--- config.mk ---
export PLATFORM = sky130hd
export DESIGN_NAME = tsc_top
export DESIGN_NICKNAME = d
export VERILOG_FILES = /design/src/verilog/tsc_pkg.sv /design/src/verilog/tsc_top.sv
export VERILOG_INCLUDE_DIRS = /design/src /design/src/verilog
export SDC_FILE = /design/constraint.sdc
export NUM_CORES = 1
export LEC_CHECK = 0
export BUFFER_PORTS_ARGS = -buffer_cell sky130_fd_sc_hd__clkbuf_2
export CAP_MARGIN = 30
export CORE_UTILIZATION = 45
export DETAILED_ROUTE_END_ITERATION = 8
export PLACE_DENSITY = 0.76
export SYNTH_ARGS = -nofsm -noshare
export SYNTH_HDL_FRONTEND = slang
export SYNTH_SLANG_ARGS = --single-unit
--- constraint.sdc ---
create_clock -name mclk -period 5.9 [get_ports mclk]
set_input_delay 0.59 -clock mclk [delete_from_list [all_inputs] [get_ports mclk]]
set_output_delay 0.59 -clock mclk [all_outputs]
set_load 0.005 [all_outputs]
--- src/verilog/tsc_regs.svh ---
// Functional notes
// RULE1 - Event target address takes high half from vector base, low half from vector.
// RULE2 - Control bits 12:11 select external memory size; field resets to 3.
// RULE3 - Control bit 10 shuts down on-chip RAMs; contents lost; resets to zero.
// RULE4 - Control bit 9 enables memory automatic sleep; resets to zero.
// RULE5 - Control bit 8 enables camera and display serial ports; resets to zero.
// RULE6 - Control bit 4 inserts clock divider after the PLL; resets to zero.
// RULE7 - Control bit 0 enables external memory interface; unused control bits read zero.
// RULE8 - Boot status shows RAM boot bit 3, JTAG boot bit 2, PLL straps 1:0.
// RULE9 - Boot status bit 4 skips read level polling; bit 8 shows secure boot override.
// RULE10 - Security register is loaded with the word read from one-time memory.
// RULE11 - Security bit 31 removes write permission from the security register.
// RULE12 - Security bit 14 blocks access to global debug.
// RULE13 - Security bit 0 blocks the processor JTAG debug port.
// RULE14 - Security bit 9 forbids reads of one-time memory.
// RULE15 - Security bit 8 blocks the one-time memory programming interface.
// RULE16 - Security bit 7 merges one-time memory into one read address space.
// RULE17 - Security bit 5 overrides boot mode and boots from one-time memory.
// RULE18 - Security bit 4 denies JTAG access to PLL and boot registers.
// RULE19 - Four free-running ring oscillators each drive a counter, started and stopped by control.
// RULE20 - Oscillator control bit 1 runs core oscillators, bit 0 peripheral ones; reset zero.
// RULE21 - Software reads a counter only after its oscillator stopped ten core cycles.
// RULE22 - Counters show 16 bits in 15:0, upper bits zero, kept across reset.
// RULE23 - Writes to a write-locked security register are ignored silently.
`ifndef TSC_REGS_SVH
`define TSC_REGS_SVH

// ----------------------------------------
// Register numbers
// ----------------------------------------
`define TSC_EVENT_VECTOR_HIGH 8'h01
`define TSC_TILE_FEATURE_CONTROL 8'h02
`define TSC_TILE_BOOT_STATUS 8'h03
`define TSC_SECURITY_SETTINGS 8'h05
`define TSC_OSCILLATOR_CONTROL 8'h06
`define TSC_CORE_CELL_OSC_COUNT 8'h07
`define TSC_CORE_WIRE_OSC_COUNT 8'h08
`define TSC_PERIPH_CELL_OSC_COUNT 8'h09
`define TSC_PERIPH_WIRE_OSC_COUNT 8'h0A

// ----------------------------------------
// Field positions
// ----------------------------------------
`define TSC_VEC_HI 31
`define TSC_VEC_LO 19
`define TSC_CTL_SIZE_HI 12
`define TSC_CTL_SIZE_LO 11
`define TSC_CTL_RAM_OFF 10
`define TSC_CTL_SLEEP 9
`define TSC_CTL_CAMERA 8
`define TSC_CTL_DIVIDER 4
`define TSC_CTL_EXTMEM 0
`define TSC_BOOT_SECURE 8
`define TSC_BOOT_NO_POLL 4
`define TSC_BOOT_RAM 3
`define TSC_BOOT_JTAG 2
`define TSC_SEC_WR_LOCK 31
`define TSC_SEC_GLOBAL_DBG 14
`define TSC_SEC_OTP_RD_LOCK 9
`define TSC_SEC_OTP_PROG_OFF 8
`define TSC_SEC_OTP_MERGE 7
`define TSC_SEC_OTP_BOOT 5
`define TSC_SEC_PLL_JTAG 4
`define TSC_SEC_TAP_OFF 0
`define TSC_OSC_CORE 1
`define TSC_OSC_PERIPH 0

// ----------------------------------------
// Reset values, masks and sizes
// ----------------------------------------
`define TSC_SIZE_RST 2'h3
`define TSC_SEC_RST 32'h00000000
`define TSC_SEC_MASK 32'h800043B1
`define TSC_CNT_W 16
`define TSC_OSC_N 4

`endif

--- src/verilog/tsc_pkg.sv ---
package tsc_pkg;

  // Complete state of the register group.
  typedef struct packed {
    logic [12:0] vbase;
    logic [1:0] mem_size;
    logic ram_off;
    logic auto_sleep;
    logic camera;
    logic divider;
    logic ext_mem;
    logic [31:0] sec;
    logic [1:0] osc_ctl;
    logic boot_done;
    logic [7:0] proc_num;
    logic boot_ram;
    logic boot_jtag;
    logic no_poll;
    logic [1:0] pll_pins;
    logic [3:0] osc_prev;
    logic [3:0][15:0] cnt;
    logic [31:0] rdata;
    logic rvalid;
    logic [31:0] target;
    logic target_valid;
  } tsc_state_t;

endpackage

--- src/verilog/tsc_top.sv ---
`timescale 1ns/1ps
`include "tsc_regs.svh"

module tsc_top import tsc_pkg::*; (
  // Clock and reset.
  input wire logic mclk,
  input wire logic resetn,
  // Processor status access.
  input wire logic ps_wr_en,
  input wire logic ps_rd_en,
  input wire logic [7:0] ps_addr,
  input wire logic [31:0] ps_wdata,
  output logic [31:0] ps_rdata,
  output logic ps_rvalid,
  // Event vector request.
  input wire logic evt_take,
  input wire logic [15:0] evt_vector,
  output logic [31:0] evt_target,
  output logic evt_target_valid,
  // Boot straps and status.
  input wire logic [7:0] proc_number,
  input wire logic strap_boot_ram,
  input wire logic strap_boot_jtag,
  input wire logic strap_no_poll,
  input wire logic [1:0] strap_pll_mode,
  // Security word from one-time memory.
  input wire logic otp_sec_valid,
  input wire logic [31:0] otp_sec_word,
  // Tile feature controls.
  output logic [1:0] ext_mem_size_sel,
  output logic ram_shutdown,
  output logic mem_auto_sleep_en,
  output logic camera_port_en,
  output logic pll_divider_en,
  output logic ext_mem_if_en,
  // Security controls.
  output logic global_debug_block,
  output logic jtag_tap_block,
  output logic otp_read_block,
  output logic otp_prog_block,
  output logic otp_single_space,
  output logic boot_from_otp,
  output logic pll_jtag_block,
  // Ring oscillators.
  output logic core_osc_run,
  output logic periph_osc_run,
  input wire logic [3:0] osc_in
);

  // ----------------------------------------
  // State
  // ----------------------------------------
  tsc_state_t st_r;
  tsc_state_t st_nxt;
  logic [31:0] rd_word;
  logic [3:0] osc_on;
  logic [3:0] osc_start;

  // Oscillators 0 and 1 belong to the core pair, 2 and 3 to the peripheral pair.
  assign osc_on = {{2{st_r.osc_ctl[0]}}, {2{st_r.osc_ctl[1]}}}; // see RULE20

  // A pair that is switched on from off restarts its counters, so a count is known once its pair has first been started.
  assign osc_start = (ps_wr_en && ps_addr == `TSC_OSCILLATOR_CONTROL) ?
    ({{2{ps_wdata[0]}}, {2{ps_wdata[1]}}} & ~osc_on) : 4'h0; // see RULE19

  // Read multiplexer; unmapped numbers read zero.
  always_comb begin
    rd_word = 32'h00000000;
    unique case (ps_addr)
      `TSC_EVENT_VECTOR_HIGH: begin
        rd_word[`TSC_VEC_HI:`TSC_VEC_LO] = st_r.vbase; // see RULE1
      end
      `TSC_TILE_FEATURE_CONTROL: begin
        rd_word[`TSC_CTL_SIZE_HI:`TSC_CTL_SIZE_LO] = st_r.mem_size; // see RULE2
        rd_word[`TSC_CTL_RAM_OFF] = st_r.ram_off;
        rd_word[`TSC_CTL_SLEEP] = st_r.auto_sleep;
        rd_word[`TSC_CTL_CAMERA] = st_r.camera;
        rd_word[`TSC_CTL_DIVIDER] = st_r.divider;
        rd_word[`TSC_CTL_EXTMEM] = st_r.ext_mem; // see RULE7
      end
      `TSC_TILE_BOOT_STATUS: begin
        rd_word[23:16] = st_r.proc_num;
        rd_word[`TSC_BOOT_SECURE] = st_r.sec[`TSC_SEC_OTP_BOOT]; // see RULE9
        rd_word[`TSC_BOOT_NO_POLL] = st_r.no_poll; // see RULE9
        rd_word[`TSC_BOOT_RAM] = st_r.boot_ram; // see RULE8
        rd_word[`TSC_BOOT_JTAG] = st_r.boot_jtag; // see RULE8
        rd_word[1:0] = st_r.pll_pins; // see RULE8
      end
      `TSC_SECURITY_SETTINGS: begin
        rd_word = st_r.sec;
      end
      `TSC_OSCILLATOR_CONTROL: begin
        rd_word[1:0] = st_r.osc_ctl;
      end
      `TSC_CORE_CELL_OSC_COUNT: begin
        rd_word[15:0] = st_r.cnt[0]; // see RULE22
      end
      `TSC_CORE_WIRE_OSC_COUNT: begin
        rd_word[15:0] = st_r.cnt[1];
      end
      `TSC_PERIPH_CELL_OSC_COUNT: begin
        rd_word[15:0] = st_r.cnt[2];
      end
      `TSC_PERIPH_WIRE_OSC_COUNT: begin
        rd_word[15:0] = st_r.cnt[3];
      end
      default: begin
        rd_word = 32'h00000000;
      end
    endcase
  end

  // Next state: writes, strap capture, security load and counting.
  always_comb begin
    st_nxt = st_r;
    st_nxt.rvalid = ps_rd_en;
    if (ps_rd_en) begin
      st_nxt.rdata = rd_word;
    end
    // Vector target: high half from base, low half from the resource.
    st_nxt.target_valid = evt_take;
    if (evt_take) begin
      st_nxt.target = {st_r.vbase, 3'h0, evt_vector}; // see RULE1
    end
    // Straps are caught once, on the first edge after reset release.
    if (!st_r.boot_done) begin
      st_nxt.boot_done = 1'b1;
      st_nxt.proc_num = proc_number;
      st_nxt.boot_ram = strap_boot_ram; // see RULE8
      st_nxt.boot_jtag = strap_boot_jtag;
      st_nxt.no_poll = strap_no_poll; // see RULE9
      st_nxt.pll_pins = strap_pll_mode;
    end
    if (ps_wr_en) begin
      unique case (ps_addr)
        `TSC_EVENT_VECTOR_HIGH: begin
          st_nxt.vbase = ps_wdata[`TSC_VEC_HI:`TSC_VEC_LO];
        end
        `TSC_TILE_FEATURE_CONTROL: begin
          st_nxt.mem_size = ps_wdata[`TSC_CTL_SIZE_HI:`TSC_CTL_SIZE_LO]; // see RULE2
          st_nxt.ram_off = ps_wdata[`TSC_CTL_RAM_OFF]; // see RULE3
          st_nxt.auto_sleep = ps_wdata[`TSC_CTL_SLEEP]; // see RULE4
          st_nxt.camera = ps_wdata[`TSC_CTL_CAMERA]; // see RULE5
          st_nxt.divider = ps_wdata[`TSC_CTL_DIVIDER]; // see RULE6
          st_nxt.ext_mem = ps_wdata[`TSC_CTL_EXTMEM]; // see RULE7
        end
        `TSC_SECURITY_SETTINGS: begin
          if (!st_r.sec[`TSC_SEC_WR_LOCK]) begin
            st_nxt.sec = ps_wdata & `TSC_SEC_MASK; // see RULE11 RULE23
          end
        end
        `TSC_OSCILLATOR_CONTROL: begin
          st_nxt.osc_ctl = ps_wdata[1:0]; // see RULE20
        end
        default: begin
          st_nxt.rvalid = ps_rd_en;
        end
      endcase
    end
    // The word from one-time memory wins over a processor write.
    if (otp_sec_valid) begin
      st_nxt.sec = otp_sec_word & `TSC_SEC_MASK; // see RULE10
    end
    // Each counter counts rising edges of its oscillator while it runs.
    st_nxt.osc_prev = osc_in;
    for (int i = 0; i < `TSC_OSC_N; i++) begin
      if (osc_on[i] && osc_in[i] && !st_r.osc_prev[i]) begin
        st_nxt.cnt[i] = st_r.cnt[i] + 16'h0001; // see RULE19
      end
      if (osc_start[i]) begin
        st_nxt.cnt[i] = 16'h0000;
      end
    end
    // Reset clears control state, sets the memory size field to 3 and keeps the oscillator counts.
    if (!resetn) begin
      st_nxt = '0;
      st_nxt.cnt = st_r.cnt; // see RULE22
      st_nxt.mem_size = `TSC_SIZE_RST; // see RULE2
      st_nxt.sec = `TSC_SEC_RST;
    end
  end

  // Single state register.
  always_ff @(posedge mclk) begin
    st_r <= st_nxt;
  end

  // ----------------------------------------
  // Outputs
  // ----------------------------------------

  // Bus answer and vector target.
  assign ps_rdata = st_r.rdata;
  assign ps_rvalid = st_r.rvalid;
  assign evt_target = st_r.target;
  assign evt_target_valid = st_r.target_valid;

  // Tile feature controls straight from the control register.
  assign ext_mem_size_sel = st_r.mem_size;
  assign ram_shutdown = st_r.ram_off; // see RULE3
  assign mem_auto_sleep_en = st_r.auto_sleep; // see RULE4
  assign camera_port_en = st_r.camera; // see RULE5
  assign pll_divider_en = st_r.divider; // see RULE6
  assign ext_mem_if_en = st_r.ext_mem; // see RULE7

  // Security controls straight from the security register.
  assign global_debug_block = st_r.sec[`TSC_SEC_GLOBAL_DBG]; // see RULE12
  assign jtag_tap_block = st_r.sec[`TSC_SEC_TAP_OFF]; // see RULE13
  assign otp_read_block = st_r.sec[`TSC_SEC_OTP_RD_LOCK]; // see RULE14
  assign otp_prog_block = st_r.sec[`TSC_SEC_OTP_PROG_OFF]; // see RULE15
  assign otp_single_space = st_r.sec[`TSC_SEC_OTP_MERGE]; // see RULE16
  assign boot_from_otp = st_r.sec[`TSC_SEC_OTP_BOOT]; // see RULE17
  assign pll_jtag_block = st_r.sec[`TSC_SEC_PLL_JTAG]; // see RULE18

  // Oscillator enables.
  assign core_osc_run = st_r.osc_ctl[`TSC_OSC_CORE]; // see RULE20
  assign periph_osc_run = st_r.osc_ctl[`TSC_OSC_PERIPH]; // see RULE20
endmodule

**Word level (Yosys, flattened, before mapping)**

Cells that the tools add are included.

- Register bits: 175
- Bits of input ports: 111
- Output and inout port bits: 82
- Logic and storage cells: 90

- Add/sub/neg operators: 4
- Equality and inequality tests: 10
- Muxes and demuxes: 21
- Bitwise gates (word level): 2
- Reduce and logical (&&, ||, !) cells: 28

Operators with widths:

| kind | count |
|---|---|
| $mux W32 | 3 |
| $add A16 B1 Y16 const B | 4 |
| $mux W16 | 4 |
| $mux W34 | 1 |
| $pmux W3 S5 | 2 |
| $eq A8 B3 Y1 const B | 3 |
| $eq A8 B4 Y1 const B | 3 |
| $pmux W4 S6 | 1 |
| $eq A8 B2 Y1 const B | 2 |
| $pmux W8 S2 | 1 |
| $reduce_and A2 Y1 | 8 |
| $pmux W1 S7 | 2 |
| $reduce_bool A2 Y1 | 6 |
| $pmux W2 S5 | 1 |
| $pmux W5 S2 | 1 |
| $logic_and A1 B1 Y1 | 9 |
| $eq A8 B1 Y1 const B | 1 |
| $pmux W1 S8 | 1 |
| $pmux W1 S6 | 1 |
| $and A4 B4 Y4 | 1 |
| $logic_not A1 Y1 | 4 |
| $mux W4 | 1 |
| $not A4 Y4 | 1 |
| $mux W3 | 1 |
| other kinds (3) | 3 |

**Depth between registers and ports, before layout**

Gate-level depths: netlist of run 1.

- Depth after elaboration: 5
- Gate-level depth with buffers: 7
- Gate-level depth less buffers: 5

**Least setup slack after synthesis of run 1**

OpenSTA, ideal clock, no wires.

- Path type: input port to flip-flop
- From: input port ps_addr[1]
- To: register st_r[100] (netlist bit) (enable)
- Setup time: 373 ps
- Arrival: 2,178 ps
- Data required time: 5,527 ps
- Path slack: 3,349 ps
- Stages: 6
- Path buffers: 2
- Cell sequence: buf_4 -> nor2b_1 -> nand4_2 -> nor3b_4 -> buf_4 -> o21a_1

- Cells in the longest elaborated chain, start to end: 5

Ends and longest elaborated chain:

| item | line | source |
|---|---|---|
| start, declared | tsc_top.sv:11 | `input wire logic [7:0] ps_addr,` |
| $eq A8 B3 Y1 | n/a |  |
| $logic_and A1 B1 Y1 (no source line) | n/a |  |
| $mux W4 | tsc_top.sv:63 | `` assign osc_start = (ps_wr_en && ps_addr == `TSC_OSCILLATOR_CONTROL) ? `` |
| $reduce_bool A2 Y1 (no source line) | n/a |  |
| $reduce_and A2 Y1 (no source line) | n/a |  |
| end signal, assigned | tsc_top.sv:185 | `st_r <= st_nxt;` |
| end, declared | tsc_top.sv:53 | `tsc_state_t st_r;` |

No other way between the ends.
A chain may end at the register's enable or synchronous reset.

**Worst setup path after layout of run 1**

- From: input port ps_addr[1]
- To: register st_r[121] (netlist bit) (enable)

Same word-level chain as after synthesis.

==> impl_results.md, run 1 <==
* Status: complete, no violations
* DRC violations left at 0
* Buf/Inv on CP at 2
* Final Cycle Share at 0.5315
* WS Path Type: input pin to flip-flop
* Worst-Skew Late Latency at 0.43 ns
* Final nets at 1057
* Final min period at 3.136 ns
* Number of buffers created by CTS at 17
* Critical Path AT at 3.20 ns
* Worst VDD drop at 0.0002059 V
* Hold Startpoint: ps_wdata[11]
* Pwr dens at 253.7 nW/um^2
* Placer Congestion at 0.8698
* Pwr Total at 2.516 mW
* Reg2reg start: periph_osc_run
* Global route overflow at 0
* Final Skew at 0.01053 ns
* Peak Freq at 318.9 MHz
* Maxcap violations at 0
* Critical Path Source Type: input pin
* 1st-iter DRT viols at 461
* WP depth at 6
* CP max FO at 37
* CP required at 5.96 ns
* Worst hold-check path type: input pin to flip-flop
* Post-CTS Repair Setup Buffers at 0
* Leakage power at 3.958 nW
* Delay of the slowest critical-path stage at 0.71 ns
* P&R area growth vs syn at 11.20%
* Die height at 142.8 um
* N_diodes at 0
* Main synth FF type: dfxtp_1
* Synthesized flop and latch total at 175
* Final hold viol count at 0
* EDFF count, synth at 64
* CTS resizes at 0
* Final instance area at 9916 um^2
* Async SR Flop Fraction at 0
* Vias in the first global route at 6308
* CP endpoint kind: flip-flop
* RSZ-0062 raised after global routing: false
* Clock transition at path regs at 0.07 ns
* Seq/Total Area, Yosys at 0.4647
* Clock Sinks at 175
* DR WL/cell at 17.24 um
* Hold bufs inserted after CTS at 0
* Critical path launch point: ps_addr[1]
* Hold path cells at 3
* CTS tree: built
* Port Buffers at 157
* Via-per-instance ratio at 5.470
* Maximum number of pins on one net before global-route repair at 62
* CP delay by family, top: simple AND/OR/NAND/NOR gates
* Mean Syn Cell Area at 10.16 um^2
* Core Util, Final at 0.5095
* Via count at 6673
* DIE WIDTH at 142.8 um
* Tot GR Track Use at 0.2131
* Initial antenna violation count at 0
* Final wirelength at 21.03 mm
* Critical path's slowest cell: o21a_1
* Critical path, cell by cell: clkbuf_2, buf_4, nor2b_1, nand4_2, nor3b_4, o21a_1
* Final setup violation count at 0
* Worst-margin pin slew at 0.9997 ns
* Initial cell density of the core at 0.4582
* H-tree depth at 4
* First-pass GRT wire length at 33.44 mm
* Yosys warns at 0
* Fin Setup TNS at 0 ns
* Reg2Reg Depth at 2
* Routed Antenna Nets at 0
* Deepest clock path buffer count at 2
* Cell variety after synth at 59
* Root buf cell: clkbuf_16
* Synth Instances at 878
* Rows at 51
* Core area at 19460 um^2
* Max Slew Vio Count at 0
* Mapped Area at 8917 um^2
* HPWL Detailed at 15.36 mm
* 1st-pass router iterations at 5
* DP Area at 9346 um^2
* Die area at 20380 um^2
* Max_slew headroom at 0.3335
* IO Pins at 193
* Layout cells sized above 1 at 0.2136
## stage by stage
step / instances / worst slack, ns / hold WS, ns
detailed placement: 1188 / 2.386 / 0.4632
global placement: 1188 / 2.411 / 0.4604
global route: 1220 / 2.637 / 0.3741
CTS: 1220 / 2.807 / 0.3553
finish: 1220 / 2.764 / 0.3663
floorplan: 880 / 3.349 / 0.4504
## routing by layer
| metal | GRT usage | vias to the layer above | part of all wire |
|---|---|---|---|
| met5 | 0 | - | 0 |
| met4 | 0.07414 | 0 | 0.022 |
| met3 | 0.05701 | 29 | 0.074 |
| met2 | 0.3480 | 266 | 0.47 |
| met1 | 0.2712 | 3165 | 0.43 |
| li1 | - | 3213 | - |
## area by class of cell
class                           instances  area (um^2)
Clock buffer                           17        425.4
Clock inverter                         15        143.9
Timing Repair Buffer                  162        823.3
Multi-Input combinational cell        578         4018
Sequential cell                       175         4144
Fill cell                            1783         9547
Tap cell                              265        331.6
Inverter                                8        30.03
## final timing paths
check | to | slack, ns
min reg2reg | ps_rdata[18] | 0.47
max | st_r[121] | 2.76
max reg2reg | st_r[121] | 3.80
min | ext_mem_size_sel[0] | 0.37
## worst register-to-register path: cells and delay by family, from the launching register on
kind	cells	cell delay, ns
AND/OR/NAND/NOR	1	0.59
AO/OA/AOI/OAI	1	0.71
flip-flops	1	0.42
## cells in the mapped netlist (2+ instances only)
library cell / instances / area, um^2
a21boi_0: 3 / 22.52
a21o_1: 2 / 15.01
a21oi_1: 25 / 125.1
a221oi_1: 6 / 52.55
a22o_1: 16 / 140.1
a22oi_1: 17 / 127.6
a2bb2oi_1: 3 / 26.28
a31oi_1: 4 / 25.02
and2_1: 17 / 106.4
and3_1: 4 / 25.02
and4_1: 7 / 61.31
and4b_1: 2 / 20.02
buf_1: 2 / 7.510
buf_2: 10 / 50.05
buf_4: 73 / 548.0
clkbuf_1: 34 / 127.6
dfxtp_1: 111 / 2222
edfxtp_1: 64 / 1922
ha_1: 4 / 50.05
inv_1: 8 / 30.03
mux2i_1: 90 / 900.9
nand2_1: 31 / 116.4
nand2b_1: 3 / 18.77
nand3_1: 27 / 135.1
nand3b_1: 3 / 22.52
nand4_1: 16 / 100.1
nor2_1: 60 / 225.2
nor2b_1: 82 / 513.0
nor3_1: 8 / 40.04
nor4_1: 6 / 37.54
nor4_4: 2 / 42.54
nor4bb_1: 5 / 50.05
o21a_1: 4 / 30.03
o21ai_0: 30 / 150.1
o22ai_1: 4 / 25.02
o2bb2ai_1: 13 / 113.9
o311a_1: 3 / 30.03
or2_2: 2 / 12.51
or3_1: 15 / 93.84
or4_1: 2 / 15.01
xnor2_1: 20 / 175.2
xor2_1: 23 / 201.4
## power breakdown
part	switching (mW)	internal, mW
registers	0.0185	1.26
logic	0.0800	0.0723
clock network	0.520	0.562
## placed cells by master, fill, tap and decap left out, drive strengths merged, types with 4 or more instances in the layout
cell     Yosys  routed
mux2i       90      90
a22o        16      16
a21oi       25      25
inv          8      17
and2        18      18
o21ai       30      30
xnor2       20      20
and3         4       4
o21a         4       4
a31oi        4       4
nand3       27      27
a221oi       6       6
ha           4       4
nor4         8       8
dfxtp      111     111
nand2       31      31
xor2        23      23
nor2b       82      82
nor4bb       5       5
nor2        61      61
nor3         8       8
and4         7       7
a22oi       17      17
buf         85       6
o2bb2ai     13      13
clkbuf      34     173
nand4       17      17
clkinv       0       6
edfxtp      64      64
o22ai        4       4
or3         15      15
## cells by family (layout without fill, tap and decap cells)
logic type,count (synthesis),after routing,synth area share
and+or+nand+nor,300,300,0.1933
DFF,175,175,0.4647
AOI/OAI and AO/OA,138,138,0.1071
buffers and inverters,127,202,0.08559
muxes,90,90,0.1010
xor gates and xnor gates,43,43,0.04223
adders and majority gates,4,4,0.005613
other,1,3,0.0004205
## flip-flops by register name, indices dropped and copies added, names as in the netlist
signal,cells
evt_target_valid,1
ps_rvalid,1
global_debug_block,1
st_r,96
evt_target,29
pll_jtag_block,1
jtag_tap_block,1
otp_prog_block,1
ext_mem_size_sel,2
ps_rdata,32
camera_port_en,1
core_osc_run,1
otp_single_space,1
otp_read_block,1
boot_from_otp,1
periph_osc_run,1
mem_auto_sleep_en,1
pll_divider_en,1
ram_shutdown,1
ext_mem_if_en,1
(Power assumes the default switching activity.)
==> run 2, diff against run 1 <==
--- a/config.mk
+++ b/config.mk
@@ -10,7 +10,7 @@
 export CAP_MARGIN = 30
 export CORE_UTILIZATION = 45
 export DETAILED_ROUTE_END_ITERATION = 8
-export PLACE_DENSITY = 0.76
+export PLACE_DENSITY = 0.79
 export SYNTH_ARGS = -nofsm -noshare
 export SYNTH_HDL_FRONTEND = slang
 export SYNTH_SLANG_ARGS = --single-unit
==> constraint.sdc (replaced) <==
create_clock -name mclk -period 2.6 [get_ports mclk]
set_input_delay 0.26 -clock mclk [delete_from_list [all_inputs] [get_ports mclk]]
set_output_delay 0.26 -clock mclk [all_outputs]
set_load 0.005 [all_outputs]
==> impl_results.md, run 2 (synthesis results as in run 1) <==
* Routed Antenna Nets at 0 (unchanged)
* Clock Sinks at 175 (unchanged)
* Worst VDD drop at 0.0004606 V (was 0.0002059 V)
* Max Slew Vio Count at 0 (unchanged)
* RSZ-0062 raised after global routing: false (unchanged)
* DRC violations left at 0 (unchanged)
* Register share of total power at 0.506 (was 0.509)
* Reg2Reg Depth at 4 (was 2)
* IO Pins at 193 (unchanged)
* Maxcap violations at 0 (unchanged)
* DP Area at 9504 um^2 (was 9346 um^2)
* Hold path cells at 3 (unchanged)
* Largest register FFs at 96 (unchanged)
* CP endpoint kind: flip-flop (unchanged)
* Sw power at 1.386 mW (was 618.9 uW)
* 1st-iter DRT viols at 683 (was 461)
* CP max FO at 5 (was 37)
* Area of the multi-input gates at 4018 um^2 (unchanged)
* Vias in the first global route at 6475 (was 6308)
* Worst-Skew Late Latency at 0.43 ns (about the same)
* M1 GR Usage at 0.2717 (was 0.2712)
* Final Cycle Share at 0.7202
* Core area at 19460 um^2 (unchanged)
* WP depth at 4 (was 6)
* Global route overflow at 0 (unchanged)
* Leakage power at 4.063 nW (was 3.958 nW)
* Final hold viol count at 0 (unchanged)
* GRT busiest layer: met2 (unchanged)
* Pwr Total at 5.742 mW (was 2.516 mW)
* CTS tree: built (unchanged)
* Worst hold-check path type: input pin to flip-flop (unchanged)
* Rows at 51 (unchanged)
* Register area at 4144 um^2 (unchanged)
* Critical path, cell by cell: nand4_1, or3_1, or4_1, a21oi_1 (was clkbuf_2, buf_4, nor2b_1, nand4_2, nor3b_4, o21a_1)
* N_diodes at 0 (unchanged)
* Critical Path Source Type: flip-flop (was input pin)
* Int Power at 4.356 mW (was 1.897 mW)
* Die height at 142.8 um (unchanged)
* # fillers at 1724 (was 1783)
* Initial cell density of the core at 0.4582 (unchanged)
* Final nets at 1078 (was 1057)
* Die area at 20380 um^2 (unchanged)
* Number of buffers created by CTS at 17 (unchanged)
* Post-CTS Repair Setup Buffers at 0 (unchanged)
* WS Path Type: flip-flop to flip-flop (was input pin to flip-flop)
* Buf/Inv on CP at 0 (was 2)
* Post-Layout Cell Count at 1241 (was 1220)
* Clock transition at path regs at 0.07 ns (about the same)
* Met3 Resource Use GR at 0.05801 (was 0.05701)
* Final instance area at 10080 um^2 (was 9916 um^2)
* Largest Register: st_r (unchanged)
* HPWL Detailed at 16.56 mm (was 15.36 mm)
* CP delay by family, top: simple AND/OR/NAND/NOR gates (unchanged)
* Dpl cells at 1209 (was 1188)
* Root buf cell: clkbuf_16 (unchanged)
* Tot GR Track Use at 0.2208 (was 0.2131)
* Via count at 6791 (was 6673)
* Port Buffers at 157 (unchanged)
* Maximum number of pins on one net before global-route repair at 39 (was 62)
* Via-per-instance ratio at 5.472 (was 5.470)
* Status: complete, no violations (unchanged)
* P&R area growth vs syn at 12.99% (was 11.20%)
* Layout cells sized above 1 at 0.2305 (was 0.2136)
* Commonest non-fill, non-tap cell in the layout: clkbuf_2 (unchanged)
* Deepest clock path buffer count at 2 (unchanged)
* Critical Path AT at 2.16 ns (was 3.20 ns)
* Max_slew headroom at 0.4016 (was 0.3335)
* Peak Freq at 534.1 MHz
* Critical path's slowest cell: or3_1 (was o21a_1)
* Placer Congestion at 0.8817 (was 0.8698)
* First-pass GRT wire length at 34.38 mm (was 33.44 mm)
* Met2 Use GR at 0.3702 (was 0.3480)
* Combinational share of power at 0.063 (was 0.061)
* Final Skew at 0.01168 ns (was 0.01053 ns)
* CP required at 2.88 ns (was 5.96 ns)
* Hold bufs inserted after CTS at 0 (unchanged)
* Final setup violation count at 0 (unchanged)
* Worst-margin pin slew at 0.8964 ns (was 0.9997 ns)
* DIE WIDTH at 142.8 um (unchanged)
* Initial antenna violation count at 0 (unchanged)
* Fin Setup TNS at 0 ns (unchanged)
* DR WL/cell at 17.66 um (was 17.24 um)
* Delay of the slowest critical-path stage at 0.47 ns (was 0.71 ns)
* Clk network pwr share at 0.431 (was 0.430)
* CTS resizes at 0 (unchanged)
* H-tree depth at 4 (unchanged)
* Commonest non-fill, non-tap cells in the layout: 157 x clkbuf_2, 111 x dfxtp_1, 90 x mux2i_1 (was 156 x clkbuf_2, 111 x dfxtp_1, 90 x mux2i_1)
* Pwr dens at 569.9 nW/um^2 (was 253.7 nW/um^2)
* Final wirelength at 21.91 mm (was 21.03 mm)
* Final min period at 1.872 ns
* 1st-pass router iterations at 5 (unchanged)
* Switch share at 0.2414 (was 0.2460)
run 2: tightest hold or removal path, cell delays in order:
cell	delay (ns)
clkbuf_2	0.08
mux2i_1	0.06
nand2_1	0.06
run 2: routing by layer:
metal	wire (um)	vias to the layer above
met3	1723	38
met1	9175	3219
met5	0	-
met2	10460	282
li1	-	3252
met4	553	0
run 2: cell type report:
cell class,count,area share
tap,265,0.03291
clock buffer,19,0.04495
clock inverter,13,0.01180
multi-input combinational,578,0.3987
inverter,8,0.002980
timing repair buffer,183,0.09736
sequential,175,0.4113
run 2: power groups by stage:
stage | sequential, mW | clock [mW] | combinational [mW]
6_report | 2.91 | 2.47 | 0.362
5_1_grt | 2.91 | 2.61 | 0.392
4_1_cts | 2.91 | 2.50 | 0.361
3_5_place_dp | 2.97 | 0 | 0.361
3_3_place_gp | 2.97 | 0 | 0.353
2_1_floorplan | 2.95 | 0 | 0.244
run 2: path summary, 6_finish.rpt:
kind / startpoint / end / slack (ns)
setup / recovery: st_r[82] / st_r[97] / 0.73
hold / removal: ps_wdata[11] / ext_mem_size_sel[0] / 0.05
setup reg to reg: st_r[82] / st_r[97] / 0.73
hold reg to reg: ps_rdata[16] / ps_rdata[16] / 0.47
run 2: metrics by stage:
stage	hold WS [ns]	utilization	worst slack, ns
after floorplan	0.2877	-	0.3786
after global placement	0.4618	0.4883	0.4295
after detailed placement	0.4643	0.4883	0.3992
after CTS	0.03010	0.5177	0.7418
after global routing	0.04016	0.5177	0.5912
final	0.04837	0.5177	0.7276
